## src/logic/dsr_pkg.sv

```systemverilog
// Notes on behaviour
// RQ1: Load strobe low with direction high requests a read, low requests a write.
// RQ2: Read data launches on rises of both output strobes in normal mode.
// RQ3: Commands, addresses and first write word are captured on input strobe rise.
// RQ4: Every access begins only on a rise of the positive input strobe.
// RQ5: Second write word is captured on the rise of the negative input strobe.
// RQ6: In single clock mode read data launches on the input strobe rises.
// RQ7: Echo strobes follow the output strobes, or input strobes in single mode.
// RQ8: Each load strobe defines address and direction for a burst of two words.
// RQ9: Data outputs go high impedance whenever no read is being driven.
// RQ10: Byte selects sample with their word; deselected bytes stay unaltered.
package dsr_pkg;

  localparam int DATA_W = 18;
  localparam int ADDR_W = 4;
  localparam int DEPTH = 16;
  localparam int BYTE_W = 9;
  localparam int BYTES = 2;
  localparam int SYNC_W = 31;

  localparam logic [DATA_W-1:0] DQ_RESET = 18'h00000;
  localparam logic DQ_OE_N_RESET = 1'b1;

  typedef enum logic [1:0] {
    DSR_RD_IDLE = 2'b00,
    DSR_RD_W0 = 2'b01,
    DSR_RD_W1 = 2'b10
  } dsr_rd_e;

  typedef enum logic [0:0] {
    DSR_WR_IDLE = 1'b0,
    DSR_WR_W1 = 1'b1
  } dsr_wr_e;

  // Pin inputs as they arrive, and again after synchronisation.
  typedef struct packed {
    logic load_strobe_n;
    logic rw_read;
    logic [ADDR_W-1:0] addr;
    logic [DATA_W-1:0] wdata;
    logic [BYTES-1:0] byte_write_select_n;
    logic in_strobe_pos;
    logic in_strobe_neg;
    logic out_strobe_pos;
    logic out_strobe_neg;
    logic single_clk_mode;
  } dsr_pins_s;

endpackage : dsr_pkg

```

## src/logic/dsr_sync.sv

```systemverilog
`timescale 1ns/10ps
module dsr_sync
  import dsr_pkg::*;
(
  input wire logic clk,
  input wire logic srst,
  input wire logic ce,
  input wire logic [SYNC_W-1:0] d,
  output logic [SYNC_W-1:0] q
);

  logic [SYNC_W-1:0] meta_r;
  logic [SYNC_W-1:0] meta_nxt;
  logic [SYNC_W-1:0] q_r;
  logic [SYNC_W-1:0] q_nxt;

  // ****************************************
  // Two flip-flop synchroniser per bit.
  // ****************************************
  genvar gi;
  generate
    for (gi = 0; gi < SYNC_W; gi++)
    begin : g_bit
      always_comb
      begin
        meta_nxt[gi] = ce ? d[gi] : meta_r[gi];
        q_nxt[gi] = ce ? meta_r[gi] : q_r[gi];
      end
    end
  endgenerate

  always_ff @(posedge clk)
  begin
    if (srst)
    begin
      meta_r <= '0;
      q_r <= '0;
    end
    else
    begin
      meta_r <= meta_nxt;
      q_r <= q_nxt;
    end
  end

  assign q = q_r;

endmodule : dsr_sync

```

## src/logic/dsr_ddr2_core.sv

```systemverilog
`timescale 1ns/10ps
module dsr_ddr2_core
  import dsr_pkg::*;
(
  input wire logic clk,
  input wire logic srst,
  input wire logic ce,
  input wire logic load_strobe_n,
  input wire logic rw_read,
  input wire logic [ADDR_W-1:0] addr,
  input wire logic [BYTES-1:0] byte_write_select_n,
  input wire logic in_strobe_pos,
  input wire logic in_strobe_neg,
  input wire logic out_strobe_pos,
  input wire logic out_strobe_neg,
  input wire logic single_clk_mode,
  input wire logic [DATA_W-1:0] dq_in,
  output logic [DATA_W-1:0] dq_out,
  output logic dq_oe_n,
  output logic echo_strobe_pos,
  output logic echo_strobe_neg
);

  // ****************************************
  // Input synchronisation and edge detection.
  // ****************************************
  dsr_pins_s raw;
  dsr_pins_s s;
  logic [SYNC_W-1:0] s_bits;

  assign raw = {load_strobe_n, rw_read, addr, dq_in, byte_write_select_n,
                in_strobe_pos, in_strobe_neg, out_strobe_pos, out_strobe_neg,
                single_clk_mode};

  dsr_sync u_sync (
    .clk(clk),
    .srst(srst),
    .ce(ce),
    .d(raw),
    .q(s_bits)
  );

  assign s = dsr_pins_s'(s_bits);

  logic [3:0] lvl_r, lvl_nxt, lvl;
  logic k_rise, kn_rise, pos_launch, neg_launch, pos_level, neg_level;

  always_comb
  begin
    lvl = {s.in_strobe_pos, s.in_strobe_neg,
           s.out_strobe_pos, s.out_strobe_neg};
    lvl_nxt = ce ? lvl : lvl_r;
    k_rise = ce & lvl[3] & ~lvl_r[3];
    kn_rise = ce & lvl[2] & ~lvl_r[2];
    // Single clock mode times read data and echoes from the input strobes.
    pos_launch = s.single_clk_mode ? k_rise : (ce & lvl[1] & ~lvl_r[1]); // RQ2 RQ6
    neg_launch = s.single_clk_mode ? kn_rise : (ce & lvl[0] & ~lvl_r[0]); // RQ2 RQ6
    pos_level = s.single_clk_mode ? lvl[3] : lvl[1]; // RQ7
    neg_level = s.single_clk_mode ? lvl[2] : lvl[0]; // RQ7
  end

  // ****************************************
  // Command decode and storage array.
  // ****************************************
  logic cmd_rd, cmd_wr, we;
  logic [DATA_W-1:0] mem_r [DEPTH], mem_nxt [DEPTH];
  dsr_wr_e wr_st_r, wr_st_nxt;
  logic [ADDR_W-1:0] wr_addr_r, wr_addr_nxt, wa;

  assign cmd_rd = k_rise & ~s.load_strobe_n & s.rw_read; // RQ1 RQ3 RQ4
  assign cmd_wr = k_rise & ~s.load_strobe_n & ~s.rw_read; // RQ1 RQ3 RQ4

  always_comb
  begin
    mem_nxt = mem_r;
    wr_st_nxt = wr_st_r;
    wr_addr_nxt = wr_addr_r;
    we = 1'b0;
    wa = s.addr;
    if (cmd_wr)
    begin
      // First word lands with the command; the burst partner follows.
      we = 1'b1; // RQ3
      wr_addr_nxt = s.addr;
      wr_st_nxt = DSR_WR_W1; // RQ8
    end
    else if (wr_st_r == DSR_WR_W1 && kn_rise)
    begin
      we = 1'b1; // RQ5
      wa = wr_addr_r ^ {{(ADDR_W-1){1'b0}}, 1'b1}; // RQ8
      wr_st_nxt = DSR_WR_IDLE;
    end
    if (we)
    begin
      for (int b = 0; b < BYTES; b++)
      begin
        if (!s.byte_write_select_n[b]) // RQ10
        begin
          mem_nxt[wa][b*BYTE_W +: BYTE_W] = s.wdata[b*BYTE_W +: BYTE_W];
        end
      end
    end
  end

  always_ff @(posedge clk)
  begin
    if (srst)
    begin
      wr_st_r <= DSR_WR_IDLE;
      wr_addr_r <= '0;
      mem_r <= '{default: '0};
    end
    else
    begin
      wr_st_r <= wr_st_nxt;
      wr_addr_r <= wr_addr_nxt;
      mem_r <= mem_nxt;
    end
  end

  // ****************************************
  // Read burst output and echo strobes.
  // ****************************************
  dsr_rd_e rd_st_r, rd_st_nxt;
  logic rd_pend_r, rd_pend_nxt, oe_n_r, oe_n_nxt, echo_p_r, echo_n_r;
  logic [ADDR_W-1:0] rd_addr_r, rd_addr_nxt, act_addr_r, act_addr_nxt;
  logic [DATA_W-1:0] dq_r, dq_nxt, peek0, peek1;

  always_comb
  begin
    peek0 = mem_r[rd_addr_r];
    peek1 = mem_r[act_addr_r ^ {{(ADDR_W-1){1'b0}}, 1'b1}];
    rd_st_nxt = rd_st_r;
    rd_addr_nxt = cmd_rd ? s.addr : rd_addr_r;
    act_addr_nxt = act_addr_r;
    dq_nxt = dq_r;
    oe_n_nxt = oe_n_r;
    // A pending read launches on the next launch rise, not the command's own.
    rd_pend_nxt = cmd_rd | (rd_pend_r & ~pos_launch); // RQ4
    case (rd_st_r)
      DSR_RD_IDLE, DSR_RD_W1:
      begin
        if (pos_launch && rd_pend_r)
        begin
          dq_nxt = peek0; // RQ2 RQ6
          oe_n_nxt = 1'b0;
          act_addr_nxt = rd_addr_r;
          rd_st_nxt = DSR_RD_W0;
        end
        else if (pos_launch && rd_st_r == DSR_RD_W1)
        begin
          oe_n_nxt = 1'b1; // RQ9
          rd_st_nxt = DSR_RD_IDLE;
        end
      end
      DSR_RD_W0:
      begin
        if (neg_launch)
        begin
          dq_nxt = peek1; // RQ2 RQ8
          rd_st_nxt = DSR_RD_W1;
        end
      end
      default:
      begin
        oe_n_nxt = 1'b1;
        rd_st_nxt = DSR_RD_IDLE;
      end
    endcase
  end

  always_ff @(posedge clk)
  begin
    if (srst)
    begin
      rd_st_r <= DSR_RD_IDLE;
      rd_pend_r <= 1'b0;
      rd_addr_r <= '0;
      act_addr_r <= '0;
      dq_r <= DQ_RESET;
      oe_n_r <= DQ_OE_N_RESET;
      echo_p_r <= 1'b0;
      echo_n_r <= 1'b0;
      lvl_r <= '0;
    end
    else
    begin
      rd_st_r <= rd_st_nxt;
      rd_pend_r <= rd_pend_nxt;
      rd_addr_r <= rd_addr_nxt;
      act_addr_r <= act_addr_nxt;
      dq_r <= dq_nxt;
      oe_n_r <= oe_n_nxt;
      echo_p_r <= ce ? pos_level : echo_p_r; // RQ7
      echo_n_r <= ce ? neg_level : echo_n_r; // RQ7
      lvl_r <= lvl_nxt;
    end
  end

  assign dq_out = dq_r;
  assign dq_oe_n = oe_n_r;
  assign echo_strobe_pos = echo_p_r;
  assign echo_strobe_neg = echo_n_r;

  // ****************************************
  // Assertions.
  // ****************************************
  logic [BYTE_W-1:0] wr_lo_peek, wr_hi_peek, cmd_hi_peek, w1_lo_peek;

  always_comb
  begin
    wr_lo_peek = mem_r[wr_addr_r][BYTE_W-1:0];
    wr_hi_peek = mem_r[wr_addr_r][DATA_W-1:BYTE_W];
    cmd_hi_peek = mem_r[s.addr][DATA_W-1:BYTE_W];
    w1_lo_peek = mem_r[wr_addr_r ^ {{(ADDR_W-1){1'b0}}, 1'b1}][BYTE_W-1:0];
  end

  property p_rd_launch; // RQ2
    @(posedge clk) disable iff (srst)
    (rd_pend_r && pos_launch && rd_st_r != DSR_RD_W0)
      |=> (!dq_oe_n && dq_out == $past(peek0));
  endproperty
  a_rd_launch: assert property (p_rd_launch) // RQ2
    else $error("Read word 0 not launched on the launch rise.");
  property p_single_mode; // RQ6
    @(posedge clk) disable iff (srst)
    (s.single_clk_mode && rd_pend_r && k_rise && rd_st_r != DSR_RD_W0)
      |=> (rd_st_r == DSR_RD_W0 && !dq_oe_n);
  endproperty
  a_single_mode: assert property (p_single_mode) // RQ6
    else $error("Single clock mode read did not follow input strobe.");
  property p_burst_second; // RQ8
    @(posedge clk) disable iff (srst)
    (rd_st_r == DSR_RD_W0 && neg_launch)
      |=> (rd_st_r == DSR_RD_W1 && dq_out == $past(peek1) && !dq_oe_n);
  endproperty
  a_burst_second: assert property (p_burst_second) // RQ8
    else $error("Second burst word not driven on negative launch rise.");
  property p_release; // RQ9
    @(posedge clk) disable iff (srst)
    (rd_st_r == DSR_RD_W1 && pos_launch && !rd_pend_r) |=> dq_oe_n;
  endproperty
  a_release: assert property (p_release) // RQ9
    else $error("Data outputs not released after the burst.");
  property p_idle_hiz; // RQ9
    @(posedge clk) disable iff (srst)
    (rd_st_r == DSR_RD_IDLE) |-> dq_oe_n;
  endproperty
  a_idle_hiz: assert property (p_idle_hiz) // RQ9
    else $error("Data outputs driven while no read is active.");
  property p_wr_first; // RQ3
    @(posedge clk) disable iff (srst)
    (cmd_wr && !s.byte_write_select_n[0])
      |=> (wr_lo_peek == $past(s.wdata[BYTE_W-1:0]));
  endproperty
  a_wr_first: assert property (p_wr_first) // RQ3
    else $error("First write word not stored with the command.");
  property p_bws_keep; // RQ10
    @(posedge clk) disable iff (srst)
    (cmd_wr && s.byte_write_select_n[1]) |=> (wr_hi_peek == $past(cmd_hi_peek));
  endproperty
  a_bws_keep: assert property (p_bws_keep) // RQ10
    else $error("Deselected byte was altered by a write.");
  property p_wr_second; // RQ5
    @(posedge clk) disable iff (srst)
    (wr_st_r == DSR_WR_W1 && kn_rise && !cmd_wr && !s.byte_write_select_n[0])
      |=> (w1_lo_peek == $past(s.wdata[BYTE_W-1:0]) && wr_st_r == DSR_WR_IDLE);
  endproperty
  a_wr_second: assert property (p_wr_second) // RQ5
    else $error("Second write word not captured on negative strobe.");
  property p_start_k; // RQ4
    @(posedge clk) disable iff (srst)
    (!k_rise && !pos_launch) |=> $stable(rd_pend_r);
  endproperty
  a_start_k: assert property (p_start_k) // RQ4
    else $error("Read request changed without an input strobe rise.");
  property p_echo; // RQ7
    @(posedge clk) disable iff (srst)
    ce |=> (echo_strobe_pos == $past(pos_level) &&
            echo_strobe_neg == $past(neg_level));
  endproperty
  a_echo: assert property (p_echo) // RQ7
    else $error("Echo strobes do not follow the timing strobes.");
  property p_dir; // RQ1
    @(posedge clk) disable iff (srst)
    cmd_rd |=> (rd_pend_r && rd_addr_r == $past(s.addr));
  endproperty
  a_dir: assert property (p_dir) // RQ1
    else $error("Read command not recorded at the loaded address.");

endmodule : dsr_ddr2_core

```

## config.mk

```make
export PLATFORM = sky130hd
export DESIGN_NAME = dsr_ddr2_core
export DESIGN_NICKNAME = d
export VERILOG_FILES = /design/src/logic/dsr_pkg.sv /design/src/logic/dsr_sync.sv /design/src/logic/dsr_ddr2_core.sv
export SDC_FILE = /design/constraint.sdc
export NUM_CORES = 1
export LEC_CHECK = 0
export BUFFER_PORTS_ARGS = -buffer_cell sky130_fd_sc_hd__buf_2
export CORE_ASPECT_RATIO = 0.75
export CORE_MARGIN = 4
export CORE_UTILIZATION = 40
export DETAILED_ROUTE_END_ITERATION = 8
export HOLD_SLACK_MARGIN = 0.08
export SYNTH_ARGS = -nofsm -noshare
export SYNTH_HDL_FRONTEND = slang
export SYNTH_SLANG_ARGS = --single-unit
```

## constraint.sdc

```tcl
create_clock -name clk -period 3 [get_ports clk]
set_input_delay 0.6 -clock clk [delete_from_list [all_inputs] [get_ports clk]]
set_output_delay 0.6 -clock clk [all_outputs]
set_load 0.1 [all_outputs]
```

# == After elaboration in Yosys (flattened, before gate mapping) ==
# Index checks and enable logic that the tools add are counted.
# totals
word_cells,111
output_inout_bits,21
inputBits,34
ff_bits,391
# op_classes
n_mux,35
bitwise,26
n_eq_ne,5
reduce_logical,12
magnitude_cmp,4
# ops
operator,n
$mux 288,3
$bwmux 288,2
$bmux 18 s4,2
$demux 18 s4,2
$mux 18,7
$pmux 18 s2,1
$ge 5x5->1 const B,3
$not 4->5,3
$and 1x1->1,12
$mux 1,10
$not 1->1,10
$mux 9,1
$mux 4,2
$mux 2,3
$reduce_and 2->1,3
$lt 5x1->1 const B,1
$logic_and 1x1->1,4
$ne 2x2->1 const B,2
$pmux 2 s2,1
$reduce_bool 2->1,2
$ne 3x3->1 const B,1
$reduce_and 3->1,1
$eq 2x1->1 const B,1
$eq 2x2->1 const B,1
other kinds (4),4

# == Depth between registers and ports, before layout ==
# Gate-level depths: netlist of run 1.
# depth
ltp_word,15
ltp_mapped,9
depth_no_buf,5

# == Modules after synthesis ==
# From an unflattened synthesis of run 1, not the netlist that was laid out.
# unflattened
hier_cells,2073
hier_area_um2,19742.7
# modules_own_cells
module,seq_area_each_um2,cells_each,n_inst,area_per_inst_um2
dsr_ddr2_core,6586.3,1873,1,17513.0
dsr_sync,1241.2,200,1,2229.6

# == Worst setup path before layout of run 1 ==
# OpenSTA, ideal clock, no wires.
# synth_path
path_type,in2reg
startpoint,in ce
endpoint,reg mem_r[216] (netlist bit)
t_arrival_ns,2.066
setup_ns,0.072
required_ns,2.928
stages,7
setup_slack_ns,0.862
path_buffers,2
cell_sequence,and4b_1 clkbuf_1 o21ai_1 mux2_2 buf_2 nand2_2 mux2i_1
# synth_between
elab_chain_cells,15
elab_cells_between_ends,23
cone_classes,order compare: 2; mux: 12; bitwise: 7; reduce/logical: 2
# synth_lines
item,line,source
from (decl),dsr_ddr2_core.sv:7,"input wire logic ce,"
$and 1x1->1 (on tied branches) (2 in series),"dsr_ddr2_core.sv:53, dsr_ddr2_core.sv:54",
$and 1x1->1 / $logic_and 1x1->1 (equally long branches),"dsr_ddr2_core.sv:71, dsr_ddr2_core.sv:87",
$and 1x1->1 / $mux 4 (equally long branches),"dsr_ddr2_core.sv:71, dsr_ddr2_core.sv:87",
$mux 4,dsr_ddr2_core.sv:80,if (cmd_wr)
$not 4->5 (implied by the code),dsr_ddr2_core.sv:99,mem_nxt[wa][b*BYTE_W +: BYTE_W] = s.wdata[b*BYTE_W +: BYTE_W];
$ge 5x5->1 (implied by the code) / $lt 5x1->1 (equally long branches),dsr_ddr2_core.sv:99,
$logic_and 1x1->1 (implied by the code),dsr_ddr2_core.sv:99,
$mux 9 (implied by the code),dsr_ddr2_core.sv:99,
$demux 18 s4,dsr_ddr2_core.sv:99,
$bwmux 288,dsr_ddr2_core.sv:99,
$mux 288,dsr_ddr2_core.sv:97,if (!s.byte_write_select_n[b])
$mux 288,dsr_ddr2_core.sv:93,if (we)
$bwmux 288,dsr_ddr2_core.sv:99,
$mux 288,dsr_ddr2_core.sv:97,
to (signal assigned),dsr_ddr2_core.sv:117,mem_r <= mem_nxt;
to (decl),dsr_ddr2_core.sv:66,"logic [DATA_W-1:0] mem_r [DEPTH], mem_nxt [DEPTH];"
# Several ways; a longest one is shown, not always the timed one. The select of a mux whose other input is x is not followed.
# A chain may end at the register's enable or synchronous reset.

# == Worst setup path after layout of run 1 ==
# layout_path
startpoint,"reg u_sync.q_r[0], in the netlist u_sync.q[0]"
endpoint,"reg dq_r[2], in the netlist dq_out[2]"
# layout_between
elab_chain_cells,4
elab_cells_between_ends,6
cone_classes,eq/ne: 2; mux: 2; reduce/logical: 2
# layout_lines
item,line,source
from (decl),dsr_sync.sv:14,logic [SYNC_W-1:0] q_r;
from (signal assigned),dsr_sync.sv:42,q_r <= q_nxt;
$mux 1,dsr_ddr2_core.sv:56,pos_launch = s.single_clk_mode ? k_rise : (ce & lvl[1] & ~lvl_r[1]);
$logic_and 1x1->1,dsr_ddr2_core.sv:143,if (pos_launch && rd_pend_r)
$ne 2x2->1 (no source line),--,
$reduce_and 3->1 (no source line) *,--,
to (signal assigned),dsr_ddr2_core.sv:192,dq_r <= dq_nxt;
to (decl),dsr_ddr2_core.sv:127,"logic [DATA_W-1:0] dq_r, dq_nxt, peek0, peek1;"
# Mark *: on every way between the ends. The rest lies on a longest branch, timed or not.

==> results of run 1 <==
-- worst min path at each step --
stage | start | cells past startpoint | end
after global routing | dq_in[10] | 3 | u_sync.meta_r[17]
after floorplan | rd_pend_r | 2 | rd_pend_r
after CTS | dq_in[4] | 3 | u_sync.meta_r[11]
after detailed placement | rd_pend_r | 2 | rd_pend_r
after global placement | rd_pend_r | 2 | rd_pend_r
final | byte_write_select_n[0] | 3 | u_sync.meta_r[5]
-- state kept, by name, indices dropped and copies added (netlist names), 2 cells and up --
| signal | cells |
|---|---|
| act_addr_r | 4 |
| dq_out | 18 |
| lvl_r | 4 |
| mem_r | 288 |
| rd_addr_r | 4 |
| rd_st_r | 2 |
| u_sync.meta_r | 31 |
| u_sync.q | 31 |
| wr_addr_r | 4 |
-- report_power, final --
| part | internal, mW | switching, mW |
|---|---|---|
| logic | 0.0928 | 0.204 |
| registers | 5.23 | 0.0333 |
| clock network | 2.75 | 2.11 |
-- placed cells by master (no fill, tap or decap), drive strengths merged, types with 3 or more instances in the layout --
cell / n
a31oi: 8
clkinv: 7
a211o: 9
mux4: 131
nand2: 362
nor2b: 12
nand2b: 5
a221o: 5
inv: 9
a21oi: 37
buf: 122
and2: 6
and3: 6
dfxtp: 391
a22oi: 22
clkbuf: 51
or3: 3
nand3: 18
a211oi: 4
mux2i: 411
nor2: 99
o21bai: 4
a221oi: 23
o2111ai: 5
o21ai: 18
-- worst register-to-register path, delay by kind of cell (launching register included) --
kind            cells  cell delay [ns]
flops               1             0.40
simple gates        2             0.80
compound gates      3             0.99
buf+inv             1             0.28
-- metal layers --
metal / global-route usage (%) / share of wire [%] / up-vias
met5: 0 / 0 / -
met4: 6.407 / 3.0 / 0
met3: 5.069 / 8.0 / 105
met2: 32.98 / 44 / 505
met1: 30.33 / 45 / 7076
li1: - / - / 6375
-- through the flow --
stage / std cells / setup slack (ns) / cell area, sq um / total power [mW] / hold WS [ns]
finish: 2426 / 0.4225 / 21100 / 10.42 / 0.2937
floorplan: 1745 / 0.8619 / 18740 / 5.584 / 0.4368
CTS: 2426 / 0.4411 / 21100 / 10.51 / 0.2798
global route: 2426 / 0.3147 / 21100 / 10.77 / 0.3004
detailed placement: 2362 / 0.3928 / 19870 / 5.676 / 0.4550
global placement: 2362 / 0.4267 / 19870 / 5.673 / 0.4468
-- cells by family (layout without fill, tap and decap cells) --
logic type | after synthesis | in the layout | synth area share, %
buffers and inverters | 142 | 193 | 3.279
multiplexers | 543 | 543 | 37.95
flip-flops | 391 | 391 | 41.78
AO/OA/AOI/OAI | 144 | 144 | 5.349
AND/OR/NAND/NOR | 525 | 525 | 11.65
-- layout make-up --
type	count	area (sq um)
multi-input combinational	1212	10290
sequential	391	7840
clock buffer	51	1101
tap	630	788.3
clock inverter	13	128.9
inverter	7	33.78
fill	4279	25020
timing repair buffer	122	910.9
==> out/qor.yml, run 1 <==
yosys_warnings: 0
status: "finished, final reports clean"
routed_wl_um: 55380
cp-start-kind: "flop"
clk_pin_slew_ns: 0.06
slowest_delay_ns: 0.70
endpoint: "dq_out[2]"
cts_root_buffer: "clkbuf_16"
cp_top_family: "compound AO/OA/AOI/OAI gates"
post-route-period-util_pct: 85.92
reg2reg_from: "u_sync.q[0]"
fp.dieW_um: 257.9
ys_top_cells_by_count: "411 x mux2i_1, 391 x dfxtp_1, 345 x nand2_1"
critPathKind: "reg -> reg"
cp_slowest_cell: "o211ai_1"
cp_cell_sequence: "and3b_1 > o211ai_1 > nand2b_1 > buf_4 > a31oi_1 > a211o_1"
synth_top_area_cell: "dfxtp_1"
finalSetupTns_ns: 0
fmax_mhz: 388.0
hpwlAfterDp_um: 36260
grt_setup_unrepaired: "false"
ys_seq_elements: 391
cp.depth: 6
cts_tree: "built"
overflow: 0
power_density_nw_per_um2: 494.0
startpoint: "u_sync.q[0]"
die_area_sq_um: 50400
clock_latency_ns: 0.56
ctsHoldBuffers: 0
yosysMostFrequentCell: "mux2i_1"
grt_pass1_wl_um: 84460
utilization_pct: 45.75
layout-drive-gt1-share_pct: 18.37
clock_path_buffers: 3
avgRoutedWirePerCell_um: 22.83
numCtsBuffers: 39
synth_nets: 1779
drtPass1Iterations: 5
worst-path-buf-inv: 1
ys_types: 49
ff2ff_setup_slack_ns: 0.42
synth_top_area_share_pct: 41.78
cts.sinks: 391
final_hold_viol_count: 0
leakage_nw: 9.039
arrival_ns: 3.00
grt_usage_pct: 21.50
hold_path.class: "in -> reg"
via_count: 14061
worstReg2RegEnd: "dq_out[2]"
path_max_fanout: 7
synth_flop_cell: "dfxtp_1"
diodes: 0
core_area_sq_um: 46110
io_pins: 55
viasPerCell: 5.796
drv_slew: 0
grt_pass1_vias: 13923
synth-edff-count: 0
place.gp.congestion: 0.8145
portBuffers: 54
die_h_um: 195.4
syn_area_per_cell_sq_um: 10.74
grt_max_degree: 74
reg2reg_depth: 6
maxCapViolCount: 0
antenna_left: 0
setup_viol: 0
min_period_ns: 2.577
worst_ep_required_time_ns: 3.43
synth_area_sq_um: 18740
syn_inst: 1745
row_count: 68
post_cts_resized: 0
antenna_found_initial: 0
start_util_pct: 40.63
synth_area_leaders: "dfxtp_1 42%, mux2i_1 22%, mux4_2 15%"
syn2layout_area_growth_pct: 12.60
clock-skew-final_ns: 0.02964
post_cts_buffers: 0
relSlewSlack_pct: 36.08
ir_drop_mv: 0.3901
end_kind: "flop"
drc: 0
drt_iter0_markers: 1198
tightest_slew_ns: 0.9553
synthArstFlopShare_pct: 0
synth-seq-area-share_pct: 41.78
final_nets: 1807
cts-htree-levels: 2
Note: power is estimated with default switching activity, not from simulation.
==> run 2, diff against run 1 <==
--- a/config.mk
+++ b/config.mk
@@ -6,11 +6,14 @@
 export NUM_CORES = 1
 export LEC_CHECK = 0
 export BUFFER_PORTS_ARGS = -buffer_cell sky130_fd_sc_hd__buf_2
+export CELL_PAD_IN_SITES_DETAIL_PLACEMENT = 1
+export CELL_PAD_IN_SITES_GLOBAL_PLACEMENT = 1
 export CORE_ASPECT_RATIO = 0.75
 export CORE_MARGIN = 4
 export CORE_UTILIZATION = 40
 export DETAILED_ROUTE_END_ITERATION = 8
 export HOLD_SLACK_MARGIN = 0.08
+export PLACE_DENSITY_LB_ADDON = 0.1
 export SYNTH_ARGS = -nofsm -noshare
 export SYNTH_HDL_FRONTEND = slang
 export SYNTH_SLANG_ARGS = --single-unit
==> run 2 against run 1 <==
Compared with the run above:
- core utilization increased by 0.66 points
- clock skew decreased by 0.0085 ns
- count of clock-buffer cells in the layout increased by 10
- global-route usage increased by 3.4 points
- register-to-register slack got worse by 0.02 ns
- worst hold slack got worse by 0.033 ns
- total power increased by 7.9%
- largest power group is now the clock network
==> out/qor.yml, run 2 (synthesized netlist as in run 1, its figures left out) <==
status: "finished, final reports clean"
clock-skew-final_ns: 0.02117
syn2layout_area_growth_pct: 14.22
hpwlAfterDp_um: 41850
end_kind: "flop"
grt_usage_pct: 24.86
portBuffers: 54
fp.dieW_um: 257.9
slowest_delay_ns: 0.51
via_count: 14198
clock_latency_ns: 0.57
top_register: "mem_r"
final_hold_viol_count: 0
drc: 0
numCtsBuffers: 43
final_common_cell: "mux2i_1"
place.gp.congestion: 0.7992
cts_root_buffer: "clkbuf_16"
arrival_ns: 3.07
power_density_nw_per_um2: 525.8
multiInputGateArea_sq_um: 10290
regArea_sq_um: 7843
core_area_sq_um: 46110
largest_reg_flops: 288
worst_ep_required_time_ns: 3.47
clk_pin_slew_ns: 0.06
routed_wl_um: 63020
preCtsSetupSlack_ns: 0.1039
leakage_nw: 9.210
post-route-period-util_pct: 86.67
cp_slowest_cell: "mux2_2"
final_nets: 1817
hold_path.class: "in -> reg"
cts_tree: "built"
die_h_um: 195.4
critPathKind: "reg -> reg"
cts.sinks: 391
overflow: 0
diodes: 0
clock_path_buffers: 3
grt_setup_unrepaired: "false"
final_cell_mix: "411 x mux2i_1, 387 x dfxtp_1, 345 x nand2_1"
ctsHoldBuffers: 0
grt_max_degree: 89
fillers: 4979
ff2ff_setup_slack_ns: 0.40
row_count: 68
antenna_found_initial: 2
finalSetupTns_ns: 0
relSlewSlack_pct: 15.73
ir_drop_mv: 0.3471
grt_pass1_vias: 14843
post_cts_resized: 0
die_area_sq_um: 50400
layout-drive-gt1-share_pct: 19.22
grt_pass1_wl_um: 95400
fmax_mhz: 384.6
io_pins: 55
cp_top_family: "multiplexers"
avgRoutedWirePerCell_um: 25.76
antenna_left: 0
cts-htree-levels: 2
viasPerCell: 5.805
path_max_fanout: 9
maxCapViolCount: 0
setup_ws_ns: 0.3998
min_period_ns: 2.600
worst-path-buf-inv: 0
drtPass1Iterations: 4
drt_iter0_markers: 1064
tightest_slew_ns: 1.259
cp_cell_sequence: "nand4bb_1 > o21ai_1 > mux2_2 > nand2_2 > mux2i_1"
setup_viol: 0
post_cts_buffers: 0
cp-start-kind: "flop"
drv_slew: 0
start_util_pct: 40.63
-- run 2: cell count changes in the layout (fill, tap and decap cells not counted), sizes merged --
cell and change:
buf +6, bufinv +3, clkbuf +10, clkinv +5
clkinvlp -2, inv -2
-- run 2: worst paths after layout --
kind                                  start           endpoint  cells after the start
worst max-delay path            u_sync.q[4]         mem_r[282]                      5
worst min-delay path              dq_in[17]  u_sync.meta_r[24]                      3
worst max register to register  u_sync.q[4]         mem_r[282]                      5
worst min register to register    rd_pend_r          rd_pend_r                      2
-- run 2: cell type report --
cell class | count | share of cell area, %
Sequential cell | 391 | 36.65
Clock inverter | 17 | 0.9998
Inverter | 7 | 0.1579
Clock buffer | 61 | 6.057
Tap cell | 630 | 3.684
Multi-Input combinational cell | 1212 | 48.10
Timing Repair Buffer | 128 | 4.350
-- run 2: through the flow --
stage / instances / hold slack (ns) / utilization, % / total power [mW] / cell area [sq um]
floorplan: 1745 / 0.4368 / - / 5.584 / 18740
global placement: 2368 / 0.4477 / 43.13 / 5.690 / 19890
detailed placement: 2368 / 0.4620 / 43.13 / 5.696 / 19890
CTS: 2446 / 0.2436 / 46.40 / 11.40 / 21400
global route: 2446 / 0.2674 / 46.40 / 11.64 / 21400
finish: 2446 / 0.2612 / 46.40 / 11.25 / 21400
-- run 2: worst min-delay path, stage by stage --
cell and delay, ns:
buf_2 0.07, mux2i_1 0.05, nor2_1 0.07
-- run 2: power breakdown --
group          internal, mW  switching [mW]
registers              5.23          0.0350
logic                0.0970           0.214
clock network          3.43            2.24
-- run 2: per-layer routing --
layer | wire length [um] | global-route usage (%) | vias to the layer above
met5 | 0 | 0 | -
met4 | 1676 | 7.070 | 0
met3 | 3860 | 5.160 | 95
met2 | 27830 | 38.25 | 353
met1 | 29650 | 35.54 | 7350
li1 | - | - | 6400
